## src/lineif_tx_map.svh

```systemverilog
`ifndef LINEIF_TX_MAP_SVH
`define LINEIF_TX_MAP_SVH

// register index within a channel bank, byte address is four times the index
`define TXC_LDC_IDX 6'h04
`define TXC_SIC_IDX 6'h05
`define TXC_WTS_IDX 6'h06
// channel one bank starts at index 11'h000, banks are 11'h040 apart
`define TXC_CH1_BANK 5'h00
`define TXC_CH0_BANK 5'h1F
// write masks, reserved bits stay zero
`define TXC_LDC_MASK 8'h7F
`define TXC_SIC_MASK 8'hFF
`define TXC_WTS_MASK 8'h0F
// reset values
`define TXC_LDC_RESET 8'h00
`define TXC_SIC_RESET 8'h01
`define TXC_WTS_RESET 8'h02
// field positions
`define TXC_LDC_EN_BIT 6
`define TXC_LDC_PD_BIT 5
`define TXC_LDC_OCHZ_BIT 4
`define TXC_LDC_SE_BIT 3
`define TXC_SIC_EDGE_BIT 4
`define TXC_SIC_INV_BIT 3
`define TXC_SIC_AMI_BIT 2
`define TXC_WTS_ARB_BIT 3
// timing
`define TXC_OC_TIME_MS 1
`define TXC_CLK_HZ 20000000

`endif

```

## src/lineif_tx_pkg.sv

```systemverilog
package lineif_tx_pkg;

    typedef enum logic [1:0] {
        SYS_SINGLE_NRZ = 2'h0,
        SYS_DUAL_NRZ = 2'h1,
        SYS_DUAL_RZ = 2'h2
    } sys_if_t;

    typedef enum logic [2:0] {
        MF_PATTERN = 3'h0,
        MF_ALARM = 3'h1,
        MF_TX_LOS = 3'h3,
        MF_EXZ = 3'h4,
        MF_BPV = 3'h5,
        MF_EXZ_BPV = 3'h6,
        MF_SYS_LOS = 3'h7
    } mf_code_t;

endpackage

```

## src/lineif_tx_config_regs.sv

```systemverilog
// Register access over Wishbone was chosen for this implementation.
`timescale 1ns/100ps
`default_nettype none
`include "lineif_tx_map.svh"

module lineif_tx_config_regs
    import lineif_tx_pkg::*;
#(
    parameter int NUM_CH = 9,
    parameter int OC_CYCLES = `TXC_OC_TIME_MS * `TXC_CLK_HZ / 1000
) (
    // clock and reset
    input wire logic clk_i,
    input wire logic rst_i,
    // wishbone slave
    input wire logic wb_cyc_i,
    input wire logic wb_stb_i,
    input wire logic wb_we_i,
    input wire logic [12:0] wb_adr_i,
    input wire logic [3:0] wb_sel_i,
    input wire logic [31:0] wb_dat_i,
    output logic [31:0] wb_dat_o,
    output logic wb_ack_o,
    // channel mode and line status
    input wire logic [NUM_CH-1:0] e1_mode_i,
    input wire logic [NUM_CH-1:0] tx_overcurrent_i,
    // framer system side
    input wire logic [NUM_CH-1:0] tx_clock_pin_i,
    input wire logic [NUM_CH-1:0] tx_data_pin_i,
    input wire logic [NUM_CH-1:0] tx_positive_rail_pin_i,
    input wire logic [NUM_CH-1:0] tx_negative_rail_pin_i,
    // indication sources
    input wire logic [NUM_CH-1:0] prbs_to_tx_i,
    input wire logic [NUM_CH-1:0] arbitrary_pattern_i,
    input wire logic [NUM_CH-1:0] sys_alarm_indication_i,
    input wire logic [NUM_CH-1:0] tx_loss_of_signal_i,
    input wire logic [NUM_CH-1:0] sys_excess_zeros_i,
    input wire logic [NUM_CH-1:0] sys_bipolar_violation_i,
    input wire logic [NUM_CH-1:0] sys_loss_of_signal_i,
    // line driver control
    output logic [NUM_CH-1:0] line_tip_oe_o,
    output logic [NUM_CH-1:0] line_ring_oe_o,
    output logic [NUM_CH-1:0] current_limit_o,
    output logic [NUM_CH-1:0] tx_power_down_o,
    // sampled transmit data and indication
    output logic [NUM_CH-1:0] tx_pos_data_o,
    output logic [NUM_CH-1:0] tx_neg_data_o,
    output logic [NUM_CH-1:0] tx_multifunction_pin_o,
    // encoder and pulse shaping control
    output logic [NUM_CH*3-1:0] tx_impedance_select_o,
    output logic [NUM_CH-1:0] b8zs_enable_o,
    output logic [NUM_CH-1:0] hdb3_enable_o,
    output logic [NUM_CH*4-1:0] waveform_template_select_o,
    output logic [NUM_CH-1:0] arb_waveform_enable_o
);

    if (NUM_CH < 1 || NUM_CH > 9) begin : g_bad_ch
        $error("NUM_CH must lie between 1 and 9");
    end
    if (OC_CYCLES < 1) begin : g_bad_oc
        $error("OC_CYCLES must be at least 1");
    end

    // bank number to channel: ch0 has its own bank, ch1..8 in order
    function automatic logic [3:0] bank_to_ch(input logic [4:0] bank);
        if (bank == `TXC_CH0_BANK) begin
            return 4'h0;
        end
        return 4'(bank - `TXC_CH1_BANK + 5'h01);
    endfunction

    function automatic logic mf_pick(input logic [2:0] code, input logic [1:0] mode,
                                     input logic to_tx, input logic pat, input logic ais,
                                     input logic tx_loss_of_signal, input logic exz, input logic bpv,
                                     input logic sys_loss_of_signal);
        logic rz;
        rz = (mode == SYS_DUAL_RZ);
        case (code)
            MF_PATTERN: return to_tx & pat;
            MF_ALARM: return ais;
            MF_TX_LOS: return tx_loss_of_signal;
            MF_EXZ: return exz;
            MF_BPV: return rz & bpv;
            MF_EXZ_BPV: return rz & (exz | bpv);
            MF_SYS_LOS: return rz & sys_loss_of_signal;
            default: return 1'b0;
        endcase
    endfunction

    // address decode
    wire logic [10:0] word_idx = wb_adr_i[12:2];
    wire logic [4:0] bank = word_idx[10:6];
    wire logic [5:0] reg_idx = word_idx[5:0];
    wire logic [3:0] acc_ch = bank_to_ch(bank);
    wire logic bank_hit = (bank == `TXC_CH0_BANK) || (bank < 5'(NUM_CH - 1));
    wire logic sel_ldc = (reg_idx == `TXC_LDC_IDX);
    wire logic sel_sic = (reg_idx == `TXC_SIC_IDX);
    wire logic sel_wts = (reg_idx == `TXC_WTS_IDX);
    wire logic mapped = bank_hit && (sel_ldc || sel_sic || sel_wts);
    wire logic req = wb_cyc_i && wb_stb_i;
    wire logic take = req && !wb_ack_o;
    wire logic wr_en = take && wb_we_i && wb_sel_i[0] && mapped;

    logic [7:0] ldc_reg [NUM_CH];
    logic [7:0] sic_reg [NUM_CH];
    logic [7:0] wts_reg [NUM_CH];

    wire logic [7:0] ldc_next = wb_dat_i[7:0] & `TXC_LDC_MASK;
    wire logic [7:0] sic_next = wb_dat_i[7:0] & `TXC_SIC_MASK;
    wire logic [7:0] wts_next = wb_dat_i[7:0] & `TXC_WTS_MASK;

    wire logic [7:0] rd_byte = !mapped ? 8'h00 :
                               sel_ldc ? ldc_reg[acc_ch] :
                               sel_sic ? sic_reg[acc_ch] : wts_reg[acc_ch];

    // bus answer, one cycle after the request
    always_ff @(posedge clk_i) begin
        if (rst_i) begin
            wb_ack_o <= 1'b0;
            wb_dat_o <= 32'h00000000;
        end else begin
            wb_ack_o <= take;
            if (take) begin
                wb_dat_o <= {24'h000000, rd_byte};
            end
        end
    end

    always_ff @(posedge clk_i) begin
        for (int c = 0; c < NUM_CH; c++) begin
            if (rst_i) begin
                ldc_reg[c] <= `TXC_LDC_RESET;
                sic_reg[c] <= `TXC_SIC_RESET;
                wts_reg[c] <= `TXC_WTS_RESET;
            end else if (wr_en && acc_ch == 4'(c)) begin
                if (sel_ldc) ldc_reg[c] <= ldc_next;
                if (sel_sic) sic_reg[c] <= sic_next;
                if (sel_wts) wts_reg[c] <= wts_next;
            end
        end
    end

    // per-channel field views
    logic [NUM_CH-1:0] drv_en, pwr_dn, oc_hz_sel, single_end;
    logic [NUM_CH-1:0] edge_rise, data_inv, ami_sel;
    logic [NUM_CH-1:0] oc_expired, sample_now;
    logic [1:0] sys_mode [NUM_CH];
    logic [2:0] mf_code [NUM_CH];
    logic [31:0] oc_cnt_reg [NUM_CH];
    logic [NUM_CH-1:0] tck_prev_reg;

    for (genvar c = 0; c < NUM_CH; c++) begin : g_ch
        assign drv_en[c] = ldc_reg[c][`TXC_LDC_EN_BIT];
        assign pwr_dn[c] = ldc_reg[c][`TXC_LDC_PD_BIT];
        assign oc_hz_sel[c] = ldc_reg[c][`TXC_LDC_OCHZ_BIT];
        assign single_end[c] = ldc_reg[c][`TXC_LDC_SE_BIT];
        assign edge_rise[c] = sic_reg[c][`TXC_SIC_EDGE_BIT];
        assign data_inv[c] = sic_reg[c][`TXC_SIC_INV_BIT];
        assign ami_sel[c] = sic_reg[c][`TXC_SIC_AMI_BIT];
        assign sys_mode[c] = sic_reg[c][1:0];
        assign mf_code[c] = sic_reg[c][7:5];
        // overcurrent persisted past the limit time with tri-state selected
        assign oc_expired[c] = tx_overcurrent_i[c] && oc_hz_sel[c]
                               && oc_cnt_reg[c] >= 32'(OC_CYCLES);
        // active edge of the framer clock
        assign sample_now[c] = edge_rise[c] ? (tx_clock_pin_i[c] && !tck_prev_reg[c])
                                            : (!tx_clock_pin_i[c] && tck_prev_reg[c]);
        assign tx_impedance_select_o[c*3 +: 3] = ldc_reg[c][2:0];
        assign waveform_template_select_o[c*4 +: 4] = wts_reg[c][3:0];
        assign arb_waveform_enable_o[c] = wts_reg[c][`TXC_WTS_ARB_BIT];
        assign tx_power_down_o[c] = pwr_dn[c];
        // line code follows the channel mode unless AMI is selected
        assign b8zs_enable_o[c] = !ami_sel[c] && !e1_mode_i[c];
        assign hdb3_enable_o[c] = !ami_sel[c] && e1_mode_i[c];
    end

    // overcurrent timer, limiting runs while the condition lasts when tri-state is not selected, else until the limit time
    always_ff @(posedge clk_i) begin
        for (int c = 0; c < NUM_CH; c++) begin
            if (rst_i || !tx_overcurrent_i[c]) begin
                oc_cnt_reg[c] <= 32'h00000000;
            end else if (oc_cnt_reg[c] < 32'(OC_CYCLES)) begin
                oc_cnt_reg[c] <= oc_cnt_reg[c] + 32'h00000001;
            end
        end
    end

    always_ff @(posedge clk_i) begin
        if (rst_i) begin
            line_tip_oe_o <= '0;
            line_ring_oe_o <= '0;
            current_limit_o <= '0;
        end else begin
            line_tip_oe_o <= drv_en & ~pwr_dn & ~oc_expired;
            line_ring_oe_o <= drv_en & ~pwr_dn & ~oc_expired & ~single_end;
            current_limit_o <= tx_overcurrent_i & ~oc_expired;
        end
    end

    always_ff @(posedge clk_i) begin
        if (rst_i) begin
            tck_prev_reg <= '0;
            tx_pos_data_o <= '0;
            tx_neg_data_o <= '0;
        end else begin
            tck_prev_reg <= tx_clock_pin_i;
            for (int c = 0; c < NUM_CH; c++) begin
                if (pwr_dn[c]) begin
                    tx_pos_data_o[c] <= 1'b0;
                    tx_neg_data_o[c] <= 1'b0;
                end else if (sample_now[c]) begin
                    if (sys_mode[c] == SYS_SINGLE_NRZ) begin
                        tx_pos_data_o[c] <= tx_data_pin_i[c] ^ data_inv[c];
                        tx_neg_data_o[c] <= 1'b0;
                    end else begin
                        tx_pos_data_o[c] <= tx_positive_rail_pin_i[c] ^ data_inv[c];
                        tx_neg_data_o[c] <= tx_negative_rail_pin_i[c] ^ data_inv[c];
                    end
                end
            end
        end
    end

    always_ff @(posedge clk_i) begin
        if (rst_i) begin
            tx_multifunction_pin_o <= '0;
        end else begin
            for (int c = 0; c < NUM_CH; c++) begin
                tx_multifunction_pin_o[c] <=
                    (sys_mode[c] == SYS_SINGLE_NRZ || sys_mode[c] == SYS_DUAL_RZ)
                    && mf_pick(mf_code[c], sys_mode[c], prbs_to_tx_i[c],
                               arbitrary_pattern_i[c], sys_alarm_indication_i[c],
                               tx_loss_of_signal_i[c], sys_excess_zeros_i[c],
                               sys_bipolar_violation_i[c], sys_loss_of_signal_i[c]);
            end
        end
    end

    // checks on the bus answer and on channel 0
    chk_ack_one_cycle: assert property (
        @(posedge clk_i) disable iff (rst_i)
        take |=> wb_ack_o ##1 !wb_ack_o
    ) else $error("ack not a single cycle after request");

    chk_reserved_zero: assert property (
        @(posedge clk_i) disable iff (rst_i)
        wb_ack_o |-> wb_dat_o[31:8] == 24'h000000 && !ldc_reg[0][7] && wts_reg[0][7:4] == 4'h0
    ) else $error("reserved bits not zero");

    chk_ch0_bank_write: assert property (
        @(posedge clk_i) disable iff (rst_i)
        (take && wb_we_i && wb_sel_i[0] && bank == `TXC_CH0_BANK && sel_ldc)
        |=> ldc_reg[0] == ($past(wb_dat_i[7:0]) & `TXC_LDC_MASK)
    ) else $error("channel 0 bank write lost");

    chk_driver_off: assert property (
        @(posedge clk_i) disable iff (rst_i)
        !drv_en[0] |=> !line_tip_oe_o[0] && !line_ring_oe_o[0]
    ) else $error("line driven while disabled");

    chk_power_down: assert property (
        @(posedge clk_i) disable iff (rst_i)
        pwr_dn[0] |=> !line_tip_oe_o[0] && !tx_pos_data_o[0] && !tx_neg_data_o[0]
    ) else $error("powered-down channel still active");

    chk_oc_tristate: assert property (
        @(posedge clk_i) disable iff (rst_i)
        (tx_overcurrent_i[0] && oc_hz_sel[0] && oc_cnt_reg[0] >= 32'(OC_CYCLES))
        |=> !line_tip_oe_o[0] && !current_limit_o[0]
    ) else $error("overcurrent not tri-stated after limit time");

    chk_oc_limit_keep: assert property (
        @(posedge clk_i) disable iff (rst_i)
        (tx_overcurrent_i[0] && !oc_hz_sel[0]) |=> current_limit_o[0]
    ) else $error("current limit dropped while selected");

    chk_single_ring: assert property (
        @(posedge clk_i) disable iff (rst_i)
        (single_end[0] && drv_en[0] && !pwr_dn[0] && !oc_expired[0])
        |=> line_tip_oe_o[0] && !line_ring_oe_o[0]
    ) else $error("single-ended mode drives ring");

    chk_mf_gated: assert property (
        @(posedge clk_i) disable iff (rst_i)
        sys_mode[0] == SYS_DUAL_NRZ |=> !tx_multifunction_pin_o[0]
    ) else $error("multifunction pin active in dual-rail NRZ");

    chk_mf_alarm: assert property (
        @(posedge clk_i) disable iff (rst_i)
        (sys_mode[0] == SYS_SINGLE_NRZ && mf_code[0] == MF_ALARM)
        |=> tx_multifunction_pin_o[0] == $past(sys_alarm_indication_i[0])
    ) else $error("alarm indication not on multifunction pin");

    chk_mf_rz_only: assert property (
        @(posedge clk_i) disable iff (rst_i)
        (sys_mode[0] == SYS_SINGLE_NRZ && mf_code[0] >= MF_BPV) |=> !tx_multifunction_pin_o[0]
    ) else $error("rz-only code active in single-rail mode");

    chk_sample_data: assert property (
        @(posedge clk_i) disable iff (rst_i)
        (sample_now[0] && !pwr_dn[0] && sys_mode[0] == SYS_SINGLE_NRZ)
        |=> tx_pos_data_o[0] == ($past(tx_data_pin_i[0]) ^ $past(data_inv[0]))
    ) else $error("sampled data wrong");

    chk_line_code: assert property (
        @(posedge clk_i) disable iff (rst_i)
        !(b8zs_enable_o[0] && hdb3_enable_o[0]) && !(ami_sel[0] && (b8zs_enable_o[0] || hdb3_enable_o[0]))
    ) else $error("line code selection inconsistent");

endmodule // lineif_tx_config_regs

`default_nettype wire

```

## config.mk

```make
export PLATFORM = sky130hd
export DESIGN_NAME = lineif_tx_config_regs
export DESIGN_NICKNAME = d
export VERILOG_FILES = /design/src/lineif_tx_pkg.sv /design/src/lineif_tx_config_regs.sv
export VERILOG_INCLUDE_DIRS = /design/src
export SDC_FILE = /design/constraint.sdc
export NUM_CORES = 1
export LEC_CHECK = 0
export BUFFER_PORTS_ARGS = -buffer_cell sky130_fd_sc_hd__buf_2
export CAP_MARGIN = 30
export CORE_UTILIZATION = 58
export DETAILED_ROUTE_END_ITERATION = 12
export GPL_TIMING_DRIVEN = 0
export PLACE_DENSITY = 0.81
export SLEW_MARGIN = 40
export SYNTH_ARGS = -nofsm -noshare
export SYNTH_HDL_FRONTEND = slang
export SYNTH_SLANG_ARGS = --single-unit
```

## constraint.sdc

```tcl
create_clock -name clk_i -period 2.9 [get_ports clk_i]
set_clock_uncertainty 0.1 [all_clocks]
set_input_delay 0.145 -clock clk_i [delete_from_list [all_inputs] [get_ports clk_i]]
set_output_delay 0.145 -clock clk_i [all_outputs]
set_load 0.005 [all_outputs]
```

==> results <==
- For this design the top-level I/O count stands at 357.
- The tightest min-delay check is of the primary input to register type.
- The leading area contributor after synthesis is sky130_fd_sc_hd__edfxtp_1.
- The clock root buffer is sky130_fd_sc_hd__clkbuf_16.
- The critical-path cell with the highest stage delay is sky130_fd_sc_hd__nor2_2.
- By instance count, the cell type seen most on the critical path is sky130_fd_sc_hd__nand2_1.
- The arrival time of data at the critical path endpoint is 3.07 ns.
- Once routing completed, OpenROAD measured the worst setup slack at -0.01533 ns.
- The number of antenna violations at the first check in global routing came to 5.
- The relative slew slack is 46.07%.
- Routability-driven placement finished with a final weighted congestion of 0.9608.
- The type of element capturing the critical path is a register.
- Sorting the synthesized cells by area gives the leading types as sky130_fd_sc_hd__edfxtp_1 56%, sky130_fd_sc_hd__dfxtp_1 5.8%, sky130_fd_sc_hd__nor2_1 4.4%, sky130_fd_sc_hd__and2_1 3.3%, sky130_fd_sc_hd__mux4_2 2.6%.
- The later pin in the worst-skew pair is clocked with a latency of 0.61 ns.
- The number of cells on the worst reg-to-reg path is 7.
- The first-pass GRT wire length is 99.26 mm.
- The number of library cell types mapped by synthesis is 69.
- The fraction of final layout cells with drive strength greater than 1 is 19.74%.
- The post-detailed-route DRC marker count is 0.
- The die covers 43450 µm².
- The slew at the pin with the worst max-slew slack is 0.8028 ns.
- In this run the tool buffered the top-level ports with 301 buffer cells.
- The kind of critical path is register to register.
- Setup repair after global routing could not meet its margin everywhere.
- The number of buffers and inverters on the critical path is 0.
- The library cell used most frequently in the layout, excluding fill and tap cells, is sky130_fd_sc_hd__edfxtp_1.
- The startpoint identified for the worst register-to-register timing path is wb_ack_o.
- The final reports fail on negative setup slack.
- Before CTS, the worst setup slack after placement is -0.7223 ns.
- The maximum vdd ir drop is 0.0004385 V.
- The average cell area after synthesis is 12.00 µm².
- The number of buffers inserted during clock tree synthesis is 52.
- After Yosys synthesis, and, or, nand and nor cells account for 18.35% of the synthesized area.
- After Yosys synthesis, full adders, half adders and majority gates account for 1.164% of the synthesized area.
- Setup violations remaining at the end of the flow were counted as 7.
- The number of global-route vias before repair is 18400.
- For this design, the sink count on the clock tree is 531.
- The floorplan has 75 rows.
- Dividing the final minimum period by the clock period gives 100.5%.
- The launch point of the worst hold path is tx_negative_rail_pin_i[2].
- The hold path endpoint is tx_neg_data_o[2].
- The vertical die dimension is 208.4 µm.
- The aggregate global-route resource usage is 29.93%.
- The width of the die is 208.4 µm.
- The count of flip-flops with a built-in enable after synthesis is 459.
- The detailed router's first-iteration violation count is 2161.
- The final core utilization is 71.08%.
- The number of vias after detailed routing is 18780.
- The count of pins over their slew limit is 0.
- Grouping stages by cell kind, the critical path spends the most delay in simple AND/OR/NAND/NOR gates.
- Max-cap violations in this run came to 0.
- The core region is 41950 µm².
- The portion of synthesized area spent on multiplexers is 3.847%.
- In this run the worst setup path begins at wb_ack_o.
- The share of synthesized area in the top cell type comes to 55.76%.
- The post-CTS clock slew at the launch and capture registers of the worst setup and hold paths is 0.06 ns.
- Power spread over the standard cell area amounts to 566.2 nW/µm².
- The minimum setup slack among reg-to-reg paths is -0.02 ns.
- The post-detailed-placement half-perimeter wirelength is 47.02 mm.
- The flow ran to the end, but the final reports show violations.
- The largest family of logic cells by synthesized area is simple AND/OR/NAND/NOR gates.
- The first detailed-routing pass took 9 iterations.
- The number of flip-flops in the largest register is 288.
- The total number of nets in the final design is 2837.
- At the worst endpoint, the required time is 3.05 ns.
- No sink is reached through more buffers than the 3 on the longest clock path.
- The biggest fanout along the worst timing path is 10.
- The yosys synthesis warning count is 0.
- Summing the areas of all xor and xnor instances in the mapped netlist gives 4.464% of the synthesized area.
- The initial core utilization is 58.93%.
- The final sum of negative setup slack is -0.05770 ns.
- Using the TritonRoute via totals, the vias-per-cell ratio works out to 5.818.
- The cell area that synthesis handed to floorplanning was 24720 µm².
- The synthesized netlist devotes 6.616% of its cell area to compound gates.
- The final routed wire length divided by cell count is 20.38 µm.
- The maximum single-stage delay on the critical path is 0.44 ns.
- The most common flop cell mapped by yosys is sky130_fd_sc_hd__edfxtp_1.
- The post-synthesis to final-layout area growth is 20.61%.
- The number of storage elements in the synthesis netlist is 531.
- Entering global routing, the biggest net connects 33 pins.
- The total routed wirelength is 65.78 mm.
- The share of flip-flops with an asynchronous set or reset after synthesis is 0%.
- Counting the fill cells in the layout gives 2896.
- The critical path goes through and3b_1, o2111ai_2, nor2_4, nand2_2, nor2_2, nand2_1, nand2_1.
- The clock tree from TritonCTS is built.
- The final antenna-violating net count is 0.
- The count of endpoints failing hold in the final timing report came to 0.
- Leaving out fill and tap cells, the most frequent cells in the layout are 459 x sky130_fd_sc_hd__edfxtp_1, 311 x sky130_fd_sc_hd__buf_2, 282 x sky130_fd_sc_hd__nor2_1, 177 x sky130_fd_sc_hd__conb_1, 159 x sky130_fd_sc_hd__nand2_1.
- The endpoint identified for the worst register-to-register timing path is sic_reg[0][2].
- STA classifies the critical path startpoint as a register.
- Based on the critical path, the design can be clocked at up to 343.0 MHz.
- Summed over all cells, the static leakage comes to 11.77 nW.
- The H-tree generated during clock tree synthesis spans 2 levels.
- Of the synthesized area, sequential elements account for 61.59%.
- The final critical path time including I/O delays and setup is 2.915 ns.
- Global routing finished with a remaining overflow of 0.
- The worst hold margin is 0.05080 ns.
- The hold path depth is 6.
- Synthesis produced 2060 cells.
-- cells by family (layout without fill, tap and decap cells) --
family          count (synthesis)  in the layout
fa+ha+maj                      23             23
simple gates                  913            913
xor+xnor                      126            126
mux                            57             57
flops                         531            531
other cells                     1            181
compound gates                229            229
buf+inv                       180            629
-- worst min-delay path, stage by stage --
cell                       delay (ns)
sky130_fd_sc_hd__buf_2           0.09
sky130_fd_sc_hd__xnor2_1         0.07
sky130_fd_sc_hd__nor2_1          0.09
sky130_fd_sc_hd__a22o_1          0.13
sky130_fd_sc_hd__a222oi_1        0.06
sky130_fd_sc_hd__nor3_1          0.12
-- per-layer routing --
layer	GRT usage (%)	vias to the layer above	wire length, µm
met2	48.41	1075	31460
met5	0	-	23
met1	37.99	9028	24300
li1	-	8459	-
met3	7.381	216	6913
met4	14.25	4	3088
-- through the flow --
step,area (µm²),power [mW],instances
CTS,29740,16.87,3222
global placement,27560,10.24,3076
global route,29810,17.35,3226
finish,29810,16.88,3228
detailed placement,27610,10.31,3079
floorplan,25380,9.755,2236
-- Yosys cell counts, types with 10 or more instances --
cell type and n:
sky130_fd_sc_hd__inv_1 45, sky130_fd_sc_hd__or3_1 11, sky130_fd_sc_hd__a21oi_1 56, sky130_fd_sc_hd__nand3b_1 10, sky130_fd_sc_hd__xor2_1 70, sky130_fd_sc_hd__and2_1 130, sky130_fd_sc_hd__nor4_1 42, sky130_fd_sc_hd__o22ai_1 18
sky130_fd_sc_hd__nand2_1 159, sky130_fd_sc_hd__buf_4 71, sky130_fd_sc_hd__xnor2_1 56, sky130_fd_sc_hd__nor3_1 37, sky130_fd_sc_hd__mux4_2 29, sky130_fd_sc_hd__nor2_1 290, sky130_fd_sc_hd__edfxtp_1 459, sky130_fd_sc_hd__dfxtp_1 72
sky130_fd_sc_hd__ha_1 23, sky130_fd_sc_hd__and3_1 56, sky130_fd_sc_hd__nor2b_1 49, sky130_fd_sc_hd__o21ai_0 32, sky130_fd_sc_hd__mux2i_1 26, sky130_fd_sc_hd__a222oi_1 20, sky130_fd_sc_hd__a311oi_1 11, sky130_fd_sc_hd__nand4_1 22
sky130_fd_sc_hd__a22o_1 19, sky130_fd_sc_hd__clkbuf_1 46, sky130_fd_sc_hd__a211oi_1 13, sky130_fd_sc_hd__nand2b_1 15, sky130_fd_sc_hd__nand3_1 72
-- worst max-delay path by stage --
stage                            end  slack, ns  depth (start not counted)
detailed placement       wb_dat_o[1]      -0.72                         12
global route           sic_reg[0][2]      -0.09                          7
global placement         wb_dat_o[1]      -0.66                         12
floorplan           oc_cnt_reg[0][0]       0.27                          5
finish                 sic_reg[0][2]      -0.02                          7
CTS                    sic_reg[3][2]       0.02                          7
-- area by class of cell --
type	count	area, µm²	area share, %
Inverter	46	172.7	0.5792
Timing Repair Buffer	354	2036	6.828
Buffer	133	804.5	2.699
Antenna cell	4	10.01	0.03357
Clock inverter	25	198.9	0.6673
Sequential cell	531	15220	51.07
Multi-Input combinational cell	1525	9236	30.98
Clock buffer	71	1456	4.885
Tap cell	539	674.4	2.262
-- power breakdown --
part | internal (mW) | switching (mW)
combinational | 0.533 | 0.748
sequential | 8.70 | 0.273
clock | 3.71 | 2.92
total | 12.9 | 3.94
-- repair_timing --
action                                  CTS  global route
gates resized for setup                   3            10
pin swaps                                 0             0
setup buffers                             0             3
hold endpoints to repair                115             0
endpoints found under the setup margin   26           189
hold buffers                             47             0
Note: power is estimated with default switching activity, not from simulation.
